### src/design/pao_pkg.sv
// Package: constants and carrier types for the pipelined converter output port
// Summary of operation
// - Inputs above the upper reference give code 3FF and inputs below the lower reference give 000.
// - A new sample is taken on each falling edge of the sample clock.
// - A sample's result appears at the outputs two sample clocks later, plus the output delay.
// - One fresh word leaves on the data pins per sample clock while converting, at fixed latency; the capture stream can lag or drop words.
// - Conversion runs only while the sample clock runs and standby is low.
// - Data outputs are driven while the output enable is low and standby is low.
// - Data outputs float whenever output enable or standby is high.
// - The output word changes only after a falling clock edge, so the old word holds past that edge.
// - In-range inputs become ten-bit words at up to the maximum sample rate.
package pao_pkg;

  localparam int          DATA_W       = 10;
  localparam int          LATENCY      = 2;
  localparam int          IN_W         = 12;
  localparam logic [9:0]  CODE_MAX     = 10'h3FF;
  localparam logic [9:0]  CODE_MIN     = 10'h000;
  localparam int          CLK_MHZ      = 100;
  localparam int          MAX_RATE_MSPS = 30;
  localparam int          WAKE_NS      = 700;
  localparam int          WAKE_CYC     = (WAKE_NS * CLK_MHZ + 999) / 1000;
  localparam int          TOD_NS       = 25;
  localparam int          TOD_CYC      = (TOD_NS * CLK_MHZ) / 1000;

  typedef struct packed {
    logic [DATA_W-1:0] code;
    logic              awake;
  } pao_word_t;

endpackage

### src/design/pao_buf2.sv
// Two-entry skid buffer carrying converted words
`timescale 1ns/1ps
`default_nettype none
module pao_buf2 #(
  parameter int WIDTH = 11
) (
  // Clock and reset
  input  wire logic             core_clk,
  input  wire logic             sys_rst,
  // Fill side
  input  wire logic             in_valid,
  output logic                  in_ready,
  input  wire logic [WIDTH-1:0] in_data,
  // Drain side
  output logic                  out_valid,
  input  wire logic             out_ready,
  output logic [WIDTH-1:0]      out_data
);

  // Elaboration check on the word width
  if (WIDTH < 1) begin : g_bad_width
    $error("WIDTH must be at least one");
  end

  typedef struct packed {
    logic [1:0][WIDTH-1:0] mem;
    logic [1:0]            cnt;
    logic                  rp;
    logic                  wp;
  } pao_buf_st_t;

  pao_buf_st_t st_q;
  pao_buf_st_t st_d;
  logic        push;
  logic        pop;

  assign in_ready  = (st_q.cnt != 2'h2);
  assign out_valid = (st_q.cnt != 2'h0);
  assign out_data  = st_q.mem[st_q.rp];
  assign push      = in_valid && in_ready;
  assign pop       = out_valid && out_ready;

  always_comb begin
    st_d = st_q;
    if (push) begin
      st_d.mem[st_q.wp] = in_data;
      st_d.wp = ~st_q.wp;
    end
    if (pop) begin
      st_d.rp = ~st_q.rp;
    end
    st_d.cnt = st_q.cnt + {1'b0, push} - {1'b0, pop};
  end

  always_ff @(posedge core_clk) begin
    if (sys_rst) begin
      st_q <= '0;
    end else begin
      st_q <= st_d;
    end
  end

endmodule
`default_nettype wire

### src/design/pao_top.sv
// Top: sample capture, coding, pipeline, buffering and output drive
`timescale 1ns/1ps
`default_nettype none
module pao_top #(
  parameter int LATENCY = pao_pkg::LATENCY,
  parameter int IN_W    = pao_pkg::IN_W
) (
  // Clock and reset
  input  wire logic                      core_clk,
  input  wire logic                      sys_rst,
  // Sample side
  input  wire logic                      sample_clk,
  input  wire logic [IN_W-1:0]           sample_level,
  input  wire logic [IN_W-1:0]           ref_low,
  input  wire logic [IN_W-1:0]           ref_high,
  // Control pins
  input  wire logic                      standby_request,
  input  wire logic                      out_enable_n,
  // Data pins
  output logic [pao_pkg::DATA_W-1:0]     data_o,
  output logic [pao_pkg::DATA_W-1:0]     data_oe_n,
  // Capture side stream
  output logic                           word_valid,
  input  wire logic                      word_ready,
  output logic                           word_awake
);

  localparam int DW = pao_pkg::DATA_W;

  // Elaboration checks on the parameters
  if (LATENCY < 1 || LATENCY > 8) begin : g_bad_latency
    $error("LATENCY out of range");
  end
  if (IN_W < 2) begin : g_bad_in_w
    $error("IN_W too small");
  end

  typedef struct packed {
    logic [1:0]                  sclk_sync;
    logic                        sclk_prev;
    logic [1:0]                  sby_sync;
    logic [1:0]                  oen_sync;
    logic [IN_W-1:0]             lvl_s1;
    logic [IN_W-1:0]             lvl_s2;
    logic [LATENCY-1:0][DW-1:0]  pipe;
    logic [LATENCY-1:0]          pvld;
    logic [9:0]                  wake_cnt;
    logic [DW-1:0]               dout;
    logic                        drive;
  } pao_st_t;

  pao_st_t          st_q;
  pao_st_t          st_d;
  logic             fall;
  logic             converting;
  logic [DW-1:0]    code_now;
  logic             buf_in_ready;
  logic             buf_out_valid;
  pao_pkg::pao_word_t buf_in;
  pao_pkg::pao_word_t buf_out;

  // Scale a level between the references into ten bits
  function automatic logic [DW-1:0] quantize(
    input logic [IN_W-1:0] lvl,
    input logic [IN_W-1:0] lo,
    input logic [IN_W-1:0] hi
  );
    logic [IN_W+DW-1:0] num;
    logic [IN_W-1:0]    span;
    logic [IN_W+DW-1:0] q;
    num  = '0;
    span = '0;
    q    = '0;
    if (lvl >= hi) begin
      quantize = pao_pkg::CODE_MAX;
    end else if (lvl <= lo) begin
      quantize = pao_pkg::CODE_MIN;
    end else begin
      span = hi - lo;
      num  = IN_W'(lvl - lo) * (IN_W+DW)'(1 << DW);
      q    = num / (IN_W+DW)'(span);
      quantize = q[DW-1:0];
    end
  endfunction

  // ------------------------------------------------------------
  // Edge detect and coding
  // ------------------------------------------------------------
  // Sample clock is far below core_clk, so a synchronised copy is
  // good enough to find its falling edges
  assign fall       = st_q.sclk_prev && !st_q.sclk_sync[1];
  assign converting = !st_q.sby_sync[1];
  assign code_now   = quantize(st_q.lvl_s2, ref_low, ref_high);

  assign buf_in = '{code:  st_q.pipe[LATENCY-1],
                    awake: (st_q.wake_cnt == 10'(pao_pkg::WAKE_CYC))};

  always_comb begin
    st_d = st_q;
    st_d.sclk_sync = {st_q.sclk_sync[0], sample_clk};
    st_d.sclk_prev = st_q.sclk_sync[1];
    st_d.sby_sync  = {st_q.sby_sync[0], standby_request};
    st_d.oen_sync  = {st_q.oen_sync[0], out_enable_n};
    st_d.lvl_s1    = sample_level;
    st_d.lvl_s2    = st_q.lvl_s1;
    // Wake-up tracking only flags words; the capture side decides
    if (!converting) begin
      st_d.wake_cnt = '0;
    end else if (st_q.wake_cnt != 10'(pao_pkg::WAKE_CYC)) begin
      st_d.wake_cnt = st_q.wake_cnt + 10'h001;
    end
    if (fall && converting) begin
      st_d.pipe[0] = code_now;
      st_d.pvld[0] = 1'b1;
      for (int i = 1; i < LATENCY; i++) begin
        st_d.pipe[i] = st_q.pipe[i-1];
        st_d.pvld[i] = st_q.pvld[i-1];
      end
    end
    if (!converting) begin
      st_d.pvld = '0;
    end
    // Pins only move on a falling edge, the old word holds until then;
    // they read the pipeline tail so a stalled capture side adds no latency
    if (fall && converting && st_q.pvld[LATENCY-1]) begin
      st_d.dout = st_q.pipe[LATENCY-1];
    end
    st_d.drive = !st_q.oen_sync[1] && !st_q.sby_sync[1];
  end

  always_ff @(posedge core_clk) begin
    if (sys_rst) begin
      st_q <= '0;
      st_q.sby_sync <= 2'h3;
      st_q.oen_sync <= 2'h3;
    end else begin
      st_q <= st_d;
    end
  end

  // ------------------------------------------------------------
  // Word buffer
  // ------------------------------------------------------------
  // A stalled capture side keeps up to two words; beyond that the
  // newest pipeline word is dropped since the sampler cannot stop
  pao_buf2 #(
    .WIDTH     ($bits(pao_pkg::pao_word_t))
  ) u_buf (
    .core_clk  (core_clk),
    .sys_rst   (sys_rst),
    .in_valid  (fall && converting && st_q.pvld[LATENCY-1]),
    .in_ready  (buf_in_ready),
    .in_data   (buf_in),
    .out_valid (buf_out_valid),
    .out_ready (word_ready),
    .out_data  (buf_out)
  );

  assign word_valid = buf_out_valid;
  // Stale entries of an empty buffer must not look trusted
  assign word_awake = buf_out_valid && buf_out.awake;
  assign data_o     = st_q.dout;
  assign data_oe_n  = {DW{!st_q.drive}};

endmodule
`default_nettype wire

### config.mk
export PLATFORM = sky130hd
export DESIGN_NAME = pao_top
export DESIGN_NICKNAME = d
export VERILOG_FILES = /design/src/design/pao_pkg.sv /design/src/design/pao_buf2.sv /design/src/design/pao_top.sv
export SDC_FILE = /design/constraint.sdc
export NUM_CORES = 1
export LEC_CHECK = 0
export CAP_MARGIN = 40
export CORE_ASPECT_RATIO = 0.8
export CORE_UTILIZATION = 33
export CTS_BUF_LIST = sky130_fd_sc_hd__clkbuf_16
export DETAILED_ROUTE_END_ITERATION = 6
export DONT_BUFFER_PORTS = 1
export GPL_ROUTABILITY_DRIVEN = 0
export PLACE_DENSITY = 0.54
export SYNTH_ARGS = -nofsm -noshare
export SYNTH_HDL_FRONTEND = slang
export SYNTH_SLANG_ARGS = --single-unit
### constraint.sdc
create_clock -name core_clk -period 78.6 [get_ports core_clk]
set_input_delay 15.72 -clock core_clk [delete_from_list [all_inputs] [get_ports core_clk]]
set_output_delay 15.72 -clock core_clk [all_outputs]
set_load 0.005 [all_outputs]
# Yosys cells after proc, flatten, opt, wreduce, memory -nomap -nowiden
# Index checks and enable logic that the tools add are counted.
# W data, S select, Z words.
# classes
n_addsub	5
div_mod_pow	1
n_lt_le_gt_ge	5
eq_ne	3
muxes	7
n_bitwise	2
n_reduce_logical	14
# ops
op	count
$sub A12 B12 Y12	2
$bwmux W22	1
$div A22 B12 Y22	1
$mux W10	2
$ge A12 B12 Y1	1
$le A12 B12 Y1	1
$demux W11 S1	1
$mux W11	1
$add A10 B1 Y10 const B	1
$eq A10 B7 Y1 const B	1
$ne A10 B7 Y1 const B	1
$logic_and A1 B1 Y1	8
$logic_not A1 Y1	4
$lt A1 B2 Y1 const B	2
$add A2 B1 Y2	1
$mux W1	2
$ne A2 B2 Y1 const B	1
$not A1 Y1	2
$reduce_bool A2 Y1	1
$reduce_or A2 Y1	1
$sub A2 B1 Y2	1
$ge A1 B1 Y1 const B	1
# totals
regBits	100
in_bits	42
output_inout_bits	22
wordCells	54

# Logic depth before layout (Yosys ltp)
# logic_depth
ltp_word	7
depth_mapped	274
ltp_nobuf	261

# Hierarchy
# Synthesis repeated with hierarchy kept, for this count alone.
# unflattened
hier_cells	2382
hier_area_um2	17658.2
# by_module_without_submodules
module	n_inst	cells_each	area_per_inst_um2	seq_area_each_um2
pao_top	1	2237	16283.1	1481.4
pao_buf2	1	145	1375.1	520.5

# Least setup slack after synthesis
# Ideal clock, no wire load.
# synth_path
path_type	input -> register
startpoint	input port ref_high[0]
endpoint	register st_q[23] (netlist bit)
setup_time_ns	0.124
arrival_ns	63.485
t_required_ns	78.476
setup_slack_ns	14.991
stages	262
n_path_buf	15
cell_sequence	inv_1 ha_1 inv_1 fa_1 a21o_1 a221oi_2 nand2_1 nand2_1 nand4_2 nor2_1 nand2_1 nor2_1 a21oi_1 a21oi_1 ha_1 nor4b_1 or3_1 o21ai_0 [226 not listed] a21o_1 a21oi_1 nand4_2 nor4_4 buf_2 nand2_1 o31ai_1 ha_1 a21o_1 a21o_1 a21oi_1 nand2_1 o2111a_1 o21ai_0 nand3_1 a311o_1 nor3_1 a31oi_1
# synth_via
elab_chain_cells	4
elab_cells_between_ends	5
cone_classes	add/sub: 1; div: 1; order compare: 1; mux: 2
# synth_lines
element	line	text
from (decl)	pao_top.sv:15	input wire logic [IN_W-1:0] ref_high,
$sub A12 B12 Y12	pao_top.sv:79	span = hi - lo;
$div A22 B12 Y22	pao_top.sv:81	q = num / (IN_W+DW)'(span);
$mux W10	pao_top.sv:76	end else if (lvl <= lo) begin
$mux W10 *	pao_top.sv:74	if (lvl >= hi) begin
to (signal assigned)	pao_top.sv:137	st_q <= st_d;
to (decl)	pao_top.sv:52	pao_st_t st_q;
# Mark *: on every way between the ends. The rest lies on a longest branch, timed or not.
# A chain may end at the register's enable or synchronous reset.

# Worst setup path after layout
# layout_path
startpoint	input port ref_low[5]
endpoint	register st_q[23] (netlist bit)
# layout_via
elab_chain_cells	4
elab_cells_between_ends	6
cone_classes	add/sub: 2; div: 1; order compare: 1; mux: 2
# layout_lines
element	line	text
from (decl)	pao_top.sv:14	input wire logic [IN_W-1:0] ref_low,
$sub A12 B12 Y12 (on tied branches)	pao_top.sv:80, pao_top.sv:79	
$div A22 B12 Y22	pao_top.sv:81	
$mux W10 *	pao_top.sv:76	
$mux W10 *	pao_top.sv:74	
# Marks and branches as above.

==> results.toml <==
[logic_synthesis]
synthesis.area_um2 = 16300
synthFlopType = "sky130_fd_sc_hd__dfxtp_1"
synth_seq_cells = 80
synthesis.area_per_instance_um2 = 7.26
netlist_top_cells_area = "sky130_fd_sc_hd__ha_1, sky130_fd_sc_hd__dfxtp_1, sky130_fd_sc_hd__a21oi_1"
synthesis.nets = 2518
number_of_instances_in_the_synthesized_netlist = 2247
synth.yosys.warnings = 0
fraction_of_synthesis_flops_using_an_asynchronous_set_or_reset_pin_pct = 0
post-synth-top-area-fraction_pct = 17.3
synth.distinct_cells = 110
ys_seq_area_share_pct = 9.82
yosys.area.top_type = "sky130_fd_sc_hd__ha_1"
count_of_flip_flops_with_a_built_in_enable_after_synthesis = 0

[timing]
final.period_utilization_pct = 91.9
tightest_slew_ns = 0.990
final_skew_ns = 0.00555
max_freq_mhz = 13.8
maxSlewHeadroom_pct = 33.0
rsz0062_at_grt = "no"
final_hold_viol_count = 0
setup_violations_final = 0
fin_setup_tns_ns = 0
timing.final.max_slew_violations = 0
period_needed_ns = 72.24

[critical_path]
critPathSlowestCell = "sky130_fd_sc_hd__o41ai_1"
critical_path.max_fanout = 27
worst_setup_path_startpoint = "ref_low[5]"
r2r.worst_path.cells = 248
end_kind = "flop"
crit_arrival_ns = 72.44
r2r_start = "st_q[44]"
cp_data_required_time_ns = 78.80
worstSetupPathType = "input port to flop"
slowest_stage_delay_cp_ns = 0.88
r2r_end = "st_q[23]"
setup.worst_path.start_class = "input port"
ff2ff_setup_slack_ns = 22.44
worst_path_most_repeated_cell = "sky130_fd_sc_hd__o21ai_0"

[route]
antenna_violating_nets_post_route = 0
iteration_0_drc_markers = 1474
vias = 16500
wl_per_cell_um = 18.1
first_pass_iters = 5
drt_wl_total_mm = 51.3
viasPerCell = 5.81
post-route-drc-count = 0

[global_routing]
grt-ovfl-total = 0
first_global_vias = 15400
number_of_antenna_violations_at_the_first_check_in_global_routing = 0
largest_net_degree_at_the_start_of_global_routing = 69
grt_use_total_pct = 19.7
grt_first_pass_wirelength_mm = 81.8

[cts]
htree_levels = 3
postCtsHoldBufs = 0
clock_tree.buffer_depth = 2
postCtsSetupBuffers = 0
tritoncts_clock_tree = "done"
post_cts_resize_count = 0
cts_root_buf = "sky130_fd_sc_hd__clkbuf_16"
clkLatencyLatePin_ns = 0.34
cts.sink_count = 80
clk_pin_slew_ns = 0.06
cts-buffers-inserted = 9

[layout]
layout_overhead_on_the_synthesized_area_pct = 5.90
post_route_cells_drive_above_1_share_pct = 7.58
insertedDiodeCount = 0
layout.nets = 2481

[placed_design]
io_buffer_count = 0
dp_hpwl_mm = 40.9

[floorplanning]
placeable_area_um2 = 48600
die_x_um = 251
start_util_pct = 33.6
chipHeight_um = 201
placement_rows = 72
top_level_ports = 64
die-area_um2 = 50300

[outcome]
run_status = "completed"

[hold_path]
min-delay-start = "st_q[68]"
hold_path_end = "st_q[0]"
min_delay_path_depth = 1
timing.hold.worst.class = "flop to flop"

[job]
maxCapViolations = 0
## area by class of cell
cell class / instances / area [um^2]
Fill cell: 5132 / 31300
Clock inverter: 7 / 104
Multi-Input combinational cell: 1961 / 13900
Sequential cell: 80 / 1600
Timing Repair Buffer: 25 / 199
Clock buffer: 9 / 225
Tap cell: 629 / 787
Inverter: 133 / 499
## worst max-delay path: cells and delay by family
family | cells | cell delay [ns]
multiplexers | 5 | 1.51
buffers and inverters | 11 | 2.22
AO/OA/AOI/OAI | 131 | 28.12
AND/OR/NAND/NOR | 81 | 17.43
adder cells (fa/ha/maj) | 22 | 7.36
## worst max path at each step
stage	endpoint	cells past startpoint
6_report	st_q[23]	250
5_1_grt	st_q[23]	254
3_5_place_dp	st_q[23]	252
3_3_place_gp	st_q[23]	251
4_1_cts	st_q[23]	252
2_1_floorplan	st_q[23]	262
## sequential cells by signal, indices dropped and copies added, names as in the netlist
register	count
u_buf.st_q	6
data_o	10
st_q	38
buf_in	10
st_d	16
## metal layers
layer | track usage (%) | part of all wire, % | wire (um) | up-vias
li1 | - | - | - | 8219
met1 | 29.9 | 52 | 26500 | 7794
met2 | 30.4 | 42 | 21400 | 468
met3 | 1.44 | 5.5 | 2810 | 47
met4 | 3.33 | 1.3 | 644 | 0
met5 | 0 | 0 | 0 | -
## kinds of logic (layout without fill, tap and decap cells)
group / after synthesis / after routing / synth area share (%)
AO/OA/AOI/OAI: 723 / 723 / 30.2
XOR/XNOR: 137 / 137 / 7.35
adder cells (fa/ha/maj): 229 / 229 / 17.7
buffers and inverters: 206 / 174 / 5.36
flip-flops: 80 / 80 / 9.82
multiplexers: 79 / 79 / 5.40
AND/OR/NAND/NOR: 793 / 793 / 24.1
## cells in the final DEF (no fill, tap or decap), types with 28 or more instances in the layout
| cell type | instances |
|---|---|
| sky130_fd_sc_hd__dfxtp_1 | 80 |
| sky130_fd_sc_hd__ha_1 | 225 |
| sky130_fd_sc_hd__a21o_1 | 56 |
| sky130_fd_sc_hd__a21oi_1 | 202 |
| sky130_fd_sc_hd__nand2b_1 | 30 |
| sky130_fd_sc_hd__o21a_1 | 52 |
| sky130_fd_sc_hd__mux2_2 | 58 |
| sky130_fd_sc_hd__nor2_1 | 217 |
| sky130_fd_sc_hd__o21ai_0 | 120 |
| sky130_fd_sc_hd__nor3_1 | 73 |
| sky130_fd_sc_hd__xor2_1 | 34 |
| sky130_fd_sc_hd__nand3_1 | 48 |
| sky130_fd_sc_hd__inv_1 | 131 |
| sky130_fd_sc_hd__nand4_1 | 28 |
| sky130_fd_sc_hd__nand2_1 | 203 |
| sky130_fd_sc_hd__nor2b_1 | 49 |
| sky130_fd_sc_hd__o211ai_1 | 28 |
| sky130_fd_sc_hd__xnor2_1 | 101 |
## cell usage after synthesis (16+ instances only)
cell	n
sky130_fd_sc_hd__nor2b_1	49
sky130_fd_sc_hd__o211ai_1	28
sky130_fd_sc_hd__ha_1	226
sky130_fd_sc_hd__and2_1	21
sky130_fd_sc_hd__o21ai_1	16
sky130_fd_sc_hd__o21ai_0	120
sky130_fd_sc_hd__clkbuf_1	35
sky130_fd_sc_hd__buf_4	23
sky130_fd_sc_hd__a31oi_1	24
sky130_fd_sc_hd__xnor2_1	102
sky130_fd_sc_hd__nor3_1	73
sky130_fd_sc_hd__nor2_1	217
sky130_fd_sc_hd__or3_1	24
sky130_fd_sc_hd__nand4_1	28
sky130_fd_sc_hd__dfxtp_1	80
sky130_fd_sc_hd__nand3_1	48
sky130_fd_sc_hd__a21o_1	56
sky130_fd_sc_hd__inv_1	131
sky130_fd_sc_hd__mux2i_1	18
sky130_fd_sc_hd__nand2_1	203
sky130_fd_sc_hd__xor2_1	35
sky130_fd_sc_hd__o21a_1	52
sky130_fd_sc_hd__mux2_2	58
sky130_fd_sc_hd__a21oi_1	202
sky130_fd_sc_hd__nand2b_1	30
sky130_fd_sc_hd__a21boi_0	16
sky130_fd_sc_hd__o31ai_1	24
sky130_fd_sc_hd__a211oi_1	27
## metrics by stage
step,cells,setup slack [ns],utilization (%),cell area (um^2),hold WS (ns)
6_report,2844,6.36,35.6,17300,0.381
5_1_grt,2844,0.455,35.6,17300,0.404
4_1_cts,2844,7.30,35.6,17300,0.383
3_5_place_dp,2828,7.23,34.9,16900,0.374
3_3_place_gp,2825,7.82,34.8,16900,0.373
2_1_floorplan,2247,14.99,-,16300,0.368
Power is not shown: default switching activity piles up to over one toggle a cycle in this logic, so the estimate is an artifact.
